`config.mk`:
```
export PLATFORM = sky130hd
export DESIGN_NAME = ata_dma_strobe_timing
export DESIGN_NICKNAME = d
export VERILOG_FILES = /design/src/dma_timing_pkg.sv /design/src/ata_dma_strobe_timing.sv
export SDC_FILE = /design/constraint.sdc
export NUM_CORES = 1
export LEC_CHECK = 0
export ABC_AREA = 1
export BUFFER_PORTS_ARGS = -buffer_cell sky130_fd_sc_hd__buf_2
export CAP_MARGIN = 30
export CORE_UTILIZATION = 54
export CTS_CLUSTER_DIAMETER = 150
export DETAILED_ROUTE_END_ITERATION = 16
export PLACE_DENSITY = 0.83
export SLEW_MARGIN = 10
export SYNTH_ARGS = -nofsm -noshare
export SYNTH_HDL_FRONTEND = slang
export SYNTH_SLANG_ARGS = --single-unit
```
`constraint.sdc`:
```
create_clock -name ref_clk -period 2.5 [get_ports ref_clk]
set_clock_uncertainty 0.15 [all_clocks]
set_input_delay 0.5 -clock ref_clk [delete_from_list [all_inputs] [get_ports ref_clk]]
set_output_delay 0.5 -clock ref_clk [all_outputs]
set_load 0.03 [all_outputs]
```
`src/dma_timing_pkg.sv`:
```
// Shared types and constants for the ATA DMA strobe timing generator.
package dma_timing_pkg;

	localparam int CW = 8;
	localparam logic [CW-1:0] ONE = 8'h01;
	localparam logic [CW-1:0] ZERO = 8'h00;
	// Fixed part of the data-in turnaround wait, in cycles.
	localparam logic [CW-1:0] TURN_FIXED = 8'h02;
	localparam logic [CW-1:0] TURN_EXTRA = 8'h01;

	typedef struct packed {
		logic [CW-1:0] strobe_active_cycles;
		logic [CW-1:0] strobe_negated_cycles;
		logic [CW-1:0] read_recovery_cycles;
		logic [CW-1:0] write_recovery_cycles;
		logic [CW-1:0] ack_setup_cycles;
		logic [CW-1:0] mdma_end_cycle_extra;
	} multiword_timing_setting_t;

	typedef struct packed {
		logic [CW-1:0] turnaround_cycles;
		logic [CW-1:0] crc_setup_extra_cycles;
		logic [CW-1:0] data_valid_setup_cycles;
		logic [CW-1:0] ack_timing_cycles;
		logic [CW-1:0] envelope_cycles;
		logic [CW-1:0] ready_pause_cycles;
	} ultra_timing_setting_t;

	typedef struct packed {
		logic read_strobe;
		logic write_strobe;
		logic dma_acknowledge;
		logic drive_chip_selects;
		logic crc_valid;
		logic host_drive;
	} ata_pins_t;

	typedef enum logic [3:0] {
		S_IDLE, S_M_SETUP, S_M_ACTIVE, S_M_RECOVER, S_M_END,
		S_U_PRE, S_U_ENV, S_U_BURST, S_U_TURN, S_U_MLI, S_U_CRC, S_U_POST
	} state_t;

endpackage

```
`src/ata_dma_strobe_timing.sv`:
```
// Host strobe, acknowledge and chip-select timing for multiword and Ultra DMA.
// Contract
// - MDMA strobe active count; cycle adds negated.
// - Read strobe negated read-recovery cycles between.
// - Write strobe negated write-recovery cycles between.
// - Acknowledge leads first strobe by setup count.
// - Acknowledge holds negated plus end-cycle count.
// - Chip selects lead and trail like acknowledge in MDMA; Ultra never drives them.
// - Data-in turnaround wait is 2+count+1 cycles.
// - Minimum interlock waits turnaround plus CRC-setup.
// - CRC valid data-setup cycles before acknowledge negates.
// - CRC held ack-timing cycles after acknowledge negates.
// - Acknowledge to first strobe spans envelope count.
// - Lines stable ack-timing cycles around acknowledge.
// - Drivers released at turnaround with zero delay.
`timescale 1ns/1ps
module ata_dma_strobe_timing (
	// Clock and reset.
	input wire logic ref_clk,
	input wire logic rst,
	// Transfer control.
	input wire logic start,
	input wire logic ultra_mode,
	input wire logic write_dir,
	input wire logic [7:0] word_count,
	input wire logic stop,
	// Timing settings.
	input wire dma_timing_pkg::multiword_timing_setting_t multiword_timing_setting,
	input wire dma_timing_pkg::ultra_timing_setting_t ultra_timing_setting,
	// Drive side.
	input wire logic dma_request,
	input wire logic device_bus_released,
	// Pins and status.
	output dma_timing_pkg::ata_pins_t pins,
	output logic busy
);

	typedef struct packed {
		dma_timing_pkg::state_t st;
		logic [dma_timing_pkg::CW-1:0] cnt;
		logic [7:0] words;
		logic wr;
		logic [1:0] req_sync;
		logic [1:0] rel_sync;
		dma_timing_pkg::ata_pins_t pins;
	} state_reg_t;

	state_reg_t q;
	state_reg_t d;

	// Loads a count, never below one cycle.
	function automatic logic [dma_timing_pkg::CW-1:0] ld(input logic [dma_timing_pkg::CW-1:0] v);
		ld = (v == dma_timing_pkg::ZERO) ? dma_timing_pkg::ONE : v;
	endfunction

	wire logic expired = (q.cnt == dma_timing_pkg::ONE);
	wire logic req_s = q.req_sync[1];
	wire logic rel_s = q.rel_sync[1];

	always_comb begin
		d = q;
		d.req_sync = {q.req_sync[0], dma_request};
		d.rel_sync = {q.rel_sync[0], device_bus_released};
		if (q.cnt != dma_timing_pkg::ZERO) begin
			d.cnt = q.cnt - dma_timing_pkg::ONE;
		end
		unique case (q.st)
			dma_timing_pkg::S_IDLE: begin
				if (start && req_s) begin
					d.wr = write_dir;
					d.words = word_count;
					if (ultra_mode) begin
						// Lines stay quiet a full ack-timing span before acknowledge rises.
						d.st = dma_timing_pkg::S_U_PRE;
						d.cnt = ld(ultra_timing_setting.ack_timing_cycles);
					end else begin
						d.pins.dma_acknowledge = 1'b1;
						d.st = dma_timing_pkg::S_M_SETUP;
						d.pins.drive_chip_selects = 1'b1;
						d.cnt = ld(multiword_timing_setting.ack_setup_cycles);
					end
				end
			end
			dma_timing_pkg::S_M_SETUP, dma_timing_pkg::S_M_RECOVER: begin
				if (expired) begin
					d.st = dma_timing_pkg::S_M_ACTIVE;
					d.pins.read_strobe = ~q.wr;
					d.pins.write_strobe = q.wr;
					d.cnt = ld(multiword_timing_setting.strobe_active_cycles);
				end
			end
			dma_timing_pkg::S_M_ACTIVE: begin
				if (expired) begin
					d.pins.read_strobe = 1'b0;
					d.pins.write_strobe = 1'b0;
					d.words = q.words - dma_timing_pkg::ONE;
					if (q.words <= dma_timing_pkg::ONE || stop || !req_s) begin
						d.st = dma_timing_pkg::S_M_END;
						d.cnt = ld(multiword_timing_setting.strobe_negated_cycles
							+ multiword_timing_setting.mdma_end_cycle_extra);
					end else begin
						d.st = dma_timing_pkg::S_M_RECOVER;
						d.cnt = q.wr ? ld(multiword_timing_setting.write_recovery_cycles)
							: ld(multiword_timing_setting.read_recovery_cycles);
					end
				end
			end
			dma_timing_pkg::S_M_END: begin
				if (expired) begin
					d.st = dma_timing_pkg::S_IDLE;
					d.pins.dma_acknowledge = 1'b0;
					d.pins.drive_chip_selects = 1'b0;
				end
			end
			dma_timing_pkg::S_U_PRE: begin
				if (expired) begin
					d.st = dma_timing_pkg::S_U_ENV;
					d.pins.dma_acknowledge = 1'b1;
					d.pins.host_drive = 1'b0;
					d.cnt = ld(ultra_timing_setting.envelope_cycles);
				end
			end
			dma_timing_pkg::S_U_ENV: begin
				if (expired) begin
					d.st = dma_timing_pkg::S_U_BURST;
					d.pins.read_strobe = 1'b0;
					d.pins.write_strobe = 1'b1;
				end
			end
			dma_timing_pkg::S_U_BURST: begin
				if (stop || !req_s) begin
					d.st = dma_timing_pkg::S_U_TURN;
					d.cnt = ld(dma_timing_pkg::TURN_FIXED + ultra_timing_setting.turnaround_cycles
						+ dma_timing_pkg::TURN_EXTRA);
				end
			end
			dma_timing_pkg::S_U_TURN: begin
				// The wait only runs while the drive has let go; zero release delay.
				if (!rel_s) begin
					d.cnt = q.cnt;
				end else if (expired) begin
					d.st = dma_timing_pkg::S_U_MLI;
					d.pins.host_drive = 1'b1;
					d.cnt = ld(ultra_timing_setting.turnaround_cycles
						+ ultra_timing_setting.crc_setup_extra_cycles);
				end
			end
			dma_timing_pkg::S_U_MLI: begin
				if (expired) begin
					d.st = dma_timing_pkg::S_U_CRC;
					d.pins.crc_valid = 1'b1;
					d.cnt = ld(ultra_timing_setting.data_valid_setup_cycles);
				end
			end
			dma_timing_pkg::S_U_CRC: begin
				if (expired) begin
					d.st = dma_timing_pkg::S_U_POST;
					d.pins.dma_acknowledge = 1'b0;
					d.cnt = ld(ultra_timing_setting.ack_timing_cycles);
				end
			end
			dma_timing_pkg::S_U_POST: begin
				if (expired) begin
					d.st = dma_timing_pkg::S_IDLE;
					d.pins.crc_valid = 1'b0;
					d.pins.write_strobe = 1'b0;
					d.pins.host_drive = 1'b0;
				end
			end
			default: begin
				d.st = dma_timing_pkg::S_IDLE;
			end
		endcase
	end

	always_ff @(posedge ref_clk) begin
		if (rst) begin
			q <= '0;
		end else begin
			q <= d;
		end
	end

	assign pins = q.pins;
	assign busy = (q.st != dma_timing_pkg::S_IDLE);

	// Strobe must not rise while acknowledge is still in setup.
	property p_setup;
		@(posedge ref_clk) disable iff (rst)
		$rose(q.st == dma_timing_pkg::S_M_SETUP) |-> !pins.read_strobe && !pins.write_strobe;
	endproperty
	ack_before_strobe_a: assert property (p_setup) else $error("strobe during ack setup");

	mdma_cs_ack_a: assert property (@(posedge ref_clk) disable iff (rst)
		(q.st inside {dma_timing_pkg::S_M_SETUP, dma_timing_pkg::S_M_ACTIVE})
		|-> pins.dma_acknowledge && pins.drive_chip_selects)
		else $error("ack or chip select dropped mid burst");

	strobe_width_a: assert property (@(posedge ref_clk) disable iff (rst)
		$rose(pins.read_strobe) && multiword_timing_setting.strobe_active_cycles == 8'h02
		&& $stable(multiword_timing_setting)
		|-> pins.read_strobe ##1 pins.read_strobe ##1 !pins.read_strobe)
		else $error("read strobe width wrong");

	ack_trail_a: assert property (@(posedge ref_clk) disable iff (rst)
		$fell(pins.dma_acknowledge) && !ultra_mode |-> !pins.read_strobe && !pins.write_strobe)
		else $error("ack fell with strobe active");

	crc_hold_a: assert property (@(posedge ref_clk) disable iff (rst)
		$fell(pins.dma_acknowledge) && q.st == dma_timing_pkg::S_U_POST |-> pins.crc_valid)
		else $error("crc not held after ack");

	crc_setup_a: assert property (@(posedge ref_clk) disable iff (rst)
		$rose(pins.crc_valid) |-> pins.dma_acknowledge)
		else $error("crc valid without ack");

	turn_release_a: assert property (@(posedge ref_clk) disable iff (rst)
		q.st == dma_timing_pkg::S_U_TURN |-> !pins.host_drive)
		else $error("host drove during turnaround");

	mli_drive_a: assert property (@(posedge ref_clk) disable iff (rst)
		q.st == dma_timing_pkg::S_U_MLI |-> pins.host_drive && !pins.crc_valid)
		else $error("interlock state wrong");

	ultra_pre_hold_a: assert property (@(posedge ref_clk) disable iff (rst)
		q.st == dma_timing_pkg::S_U_PRE
		|-> !pins.dma_acknowledge && !pins.read_strobe && !pins.write_strobe)
		else $error("lines moved before ultra acknowledge");

endmodule

```
Yosys cells after proc, flatten, opt, wreduce, memory -nomap -nowiden. Cells that the tools add are included.

Flip-flop bits (word level): 31. Bits of input ports: 112. Output and inout port bits: 7. Logic and storage cells: 125.

Add/sub/neg operators: 6. $lt $le $gt $ge: 1. Equal/unequal tests: 26. Multiplexer cells: 43. Bitwise operators: 1. Reductions and logical operators: 36.

Operators by type and width (number): 8-bit two-way mux (13); 8-bit zero test (10); 12-bit two-way mux (6); 8-bit one-hot mux with 8 select lines (1); 4-bit one-hot mux with 10 select lines (1); 2-bit != test, second input constant (13); 11-bit two-way mux (2); 21-bit two-way mux (1); 20-bit two-way mux (1); 8-bit adder (2); 4-bit by 3-bit equality test with 1-bit output, second input constant (4); 4-bit equality test, second input constant (4); 8-bit one-hot mux with 2 select lines (1); 8-bit by 1-bit subtractor with 8-bit output, second input constant (2); 4-bit two-way mux (3); 4-bit nonzero test (3); 11-bit AND reduction (1); 2-bit two-way mux (5); 5-bit AND reduction (2); 2-bit by 8-bit adder with 8-bit output, first input constant (1); 8-bit by 1-bit adder with 8-bit output, second input constant (1); 4-bit by 2-bit equality test with 1-bit output, second input constant (2); 8-bit by 1-bit equality test with 1-bit output, second input constant (1); 8-bit by 1-bit <= comparator with 1-bit output, second input constant (1); 19 further kinds (32).

Longest topological paths before layout.
Depth after elaboration: 6. Gate-level depth with buffers: 16. Mapped depth without buffers: 16.

Least setup slack after synthesis. No wires, ideal clock.

Path kind: input -> register. Start: input port multiword_timing_setting[0] in the netlist's numbering. End: register q[19] in the netlist's numbering. Data arrival time: 1937 ps. Slack: 343 ps. Stages on the path: 15. Path buffers: 0. Cells stage by stage: ha_1 > inv_1 > fa_1 > nand3b_1 > nand2_1 > nand2_1 > nand3_1 > nand2_1 > nor2_1 > nand2_1 > nand2_1 > nand2_1 > nand3_1 > nand2_1 > a21oi_1.

Longest elaborated chain between the ends: 6.

RTL lines: start, declared (line ata_dma_strobe_timing.sv:28) `input wire dma_timing_pkg::multiword_timing_setting_t multiword_timing_setting,`; 8-bit adder (*) (line ata_dma_strobe_timing.sv:100) `+ multiword_timing_setting.mdma_end_cycle_extra);`; 8-bit zero test (line ata_dma_strobe_timing.sv:53) `ld = (v == dma_timing_pkg::ZERO) ? dma_timing_pkg::ONE : v;`; 8-bit two-way mux (*) (line ata_dma_strobe_timing.sv:53); 11-bit two-way mux (*) (line ata_dma_strobe_timing.sv:97) `if (q.words <= dma_timing_pkg::ONE || stop || !req_s) begin`; 20-bit two-way mux (*) (line ata_dma_strobe_timing.sv:93) `if (expired) begin`; 8-bit one-hot mux with 8 select lines (*) (line ata_dma_strobe_timing.sv:67) `unique case (q.st)`; end signal, assigned (line ata_dma_strobe_timing.sv:178) `q <= '0;`; end signal, assigned (line ata_dma_strobe_timing.sv:180) `q <= d;`; end, declared (line ata_dma_strobe_timing.sv:48) `state_reg_t q;`.

Mark *: on every way between the ends. The rest lies on a longest branch, timed or not. The select of a mux whose other input is x is not followed. A chain may end at the register's enable or synchronous reset.

Final worst setup path.
Start: register q[11] in the netlist's numbering. End: register q[21] in the netlist's numbering.

Longest elaborated chain between the ends: 6.

RTL lines (line): 8-bit by 1-bit <= comparator with 1-bit output (ata_dma_strobe_timing.sv:97); 1-bit logical OR (2 in a row) (ata_dma_strobe_timing.sv:97); 11-bit two-way mux (ata_dma_strobe_timing.sv:97); 20-bit two-way mux (ata_dma_strobe_timing.sv:93); 8-bit one-hot mux with 8 select lines (ata_dma_strobe_timing.sv:67).

No other way between the ends. The select of a mux whose other input is x is not followed.

==> out/qor.csv <==
metric,value,unit
status,"finished, final reports clean",
Final HPWL DP,10.5,mm
largest net degree at the start of global routing,24,
Max Slew Vio Count,0,
Highest Signal Layer,met4,
Hold Path Class,reg -> reg,
RR Endpoint,q[21],
Die Height,89.1,um
Vias,5113,
Core Rows,31,
routed wl met3,1.06,mm
Via-to-Cell Ratio,5.50,
Overall Global Routing Usage,32.6,%
most frequent cells in the layout,"nand2_1 (180), inv_1 (112), buf_2 (110)",
Yosys Warn Count,0,
Hold EP,q[7],
Mapped Cells,716,
die area,7940,um2
Iteration-0 DRC Markers,376,
Die W,89.1,um
multi-input logic area,2900,um2
type of origin of the critical path,flop,
diode count,0,
max_slew headroom,70.6,%
fmax,0.423,GHz
syn_area_per_cell,5.72,um2
Max Fanout on Critical Path,6,
initial antenna violation count,0,
Routed Antenna Nets,0,
Max clock buf depth,2,
core area,7290,um2
unrepaired setup endpoints after global routing,no,
"most common cell after layout, fill and taps aside",nand2_1,
min-delay src,d[7],
Critical Path Source,q[11],
H-tree levels,2,
final-report hold violation count,0,
total wire length,13.0,mm
Leakage,2.64,nW
port bufs,110,
Worst Tran Pin Value,0.435,ns
total design power,2.84,mW
first-pass GRT wire length,20.4,mm
Critical R2R Launch,q[11],
number of cells on the worst hold path,2,
R2R setup slack,0.14,ns
P&R area growth vs syn,19.7,%
endpoint arrival time on the critical path,2.41,ns
Final WS setup,0.135,ns
peak supply drop,380,uV
CTS clock-pin slew for the worst setup and hold paths,0.07,ns
Tcrit/Tclk final,94.6,%
FF+latch area,621,um2
PwrDens,578,nW/um2
Worst setup EP type,flop,
asr flop ratio synth,0,%
io pins,119,
initial core utilization,56.2,%
Setup CP Type,reg -> reg,
Netlist cell types,48,
# setup viols final,0,
Post-route DRC,0,
"Seq/Total Area, Yosys",15.1,%
vias in the first global route,4649,
Mapped Nets,851,
Final #Nets,964,
Fill cells,707,
worst skew pair latency,0.29,ns
total global routing overflow,0,
final worst path period need,2.36,ns
CTS Buf Count,5,
met1 wire length,5.53,mm
max_cap viols,0,
Met2 Wirelength,6.13,mm
Post-synth EDFFs,0,
Place WS,-0.0102,ns
GP Congestion,0.945,
worst endpoint required time,2.55,ns
drt pass-1 iters,7,
Synth Flop Type,dfxtp_1,
Root Driver,clkbuf_8,
wire per inst,14.0,um
Post-Syn Area,4100,um2
number of synthesized register bits,31,
clock tree from TritonCTS,built,
CTS Sinks,31,
ratio of cells with drive above 1 in the final layout,20.1,%
worst reg2reg path depth,13,
[synth_stat cells, types with 7 or more instances]
master    number  share of area, %
nand2_1      180                16
inv_1        112                10
nor2_1        74               6.8
a21oi_1       53               6.5
nand3_1       44               5.4
o21ai_0       43               5.3
dfxtp_1       31                15
ha_1          21               6.4
o21ai_1       18               2.2
nor3_1        12               1.5
nand4_1       11               1.7
inv_2          8              0.73
nand3b_1       8               1.5
nor2_4         8               2.2
a31oi_1        7               1.1
buf_4          7               1.3
[how the worst max path moves through the flow]
stage                        to  slack [ns]
after CTS                 q[21]        0.15
after floorplan           q[19]        0.34
after global routing      q[24]       0.008
after detailed placement  q[23]       -0.01
final                     q[21]        0.14
after global placement    q[23]        0.02
[report_power, final]
part           switching (mW)  internal (mW)  total, mW
sequential             0.0917          0.566      0.657
combinational            1.05          0.609       1.66
clock                   0.200          0.322      0.522
total                    1.34           1.50       2.84
[timing repair]
action | CTS | global route
gates resized for setup | 0 | 2
setup endpoints to repair | 0 | 5
setup buffers | 0 | 3
hold buffers | 0 | 0
[kinds of logic (layout without fill, tap and decap cells)]
| logic type | after synthesis | in the layout | share of synthesized area, % |
|---|---|---|---|
| DFF | 31 | 31 | 15.1 |
| xor gates and xnor gates | 12 | 12 | 2.57 |
| buffers and inverters | 141 | 255 | 14.2 |
| AOI/OAI and AO/OA | 153 | 153 | 21.2 |
| adders and majority gates | 23 | 23 | 7.39 |
| and+or+nand+nor | 356 | 356 | 39.6 |
[critical path, stage by stage (launching register included)]
cell and delay, ns:
dfxtp_1 0.33, inv_1 0.12, ha_1 0.22, nor2_1 0.06, nor3_1 0.25, a21oi_2 0.16
nor2_4 0.19, inv_1 0.08, o21ai_1 0.23, nand4_1 0.18, nand2_1 0.11, nand3_1 0.07
nand2_1 0.07, inv_1 0.04
[area by class of cell]
cell class	instances	area share (%)
Timing Repair Buffer	125	13.8
Tap cell	99	2.53
Clock inverter	2	0.714
Inverter	122	9.44
Sequential cell	31	12.7
Clock buffer	6	1.68
Multi-Input combinational cell	544	59.2
[per-layer routing]
layer	vias up	track usage (%)
met5	-	0
met4	0	11.8
met2	253	55.4
met1	2273	40.7
met3	29	6.74
li1	2558	-
[state kept, by name (all words and copies together), names as in the netlist]
signal  flops
q          23
pins        6
d           2
[through the flow]
stage	setup TNS, ns	utilization (%)	area [um2]	instances	hold WS [ns]
after floorplan	0	-	4100	716	0.238
after global placement	0	65.2	4760	918	0.241
after detailed placement	-0.0102	65.2	4760	918	0.247
after CTS	0	66.8	4870	926	0.255
after global routing	0	67.3	4900	929	0.263
final	0	67.3	4900	929	0.244
(Power assumes the default switching activity.)
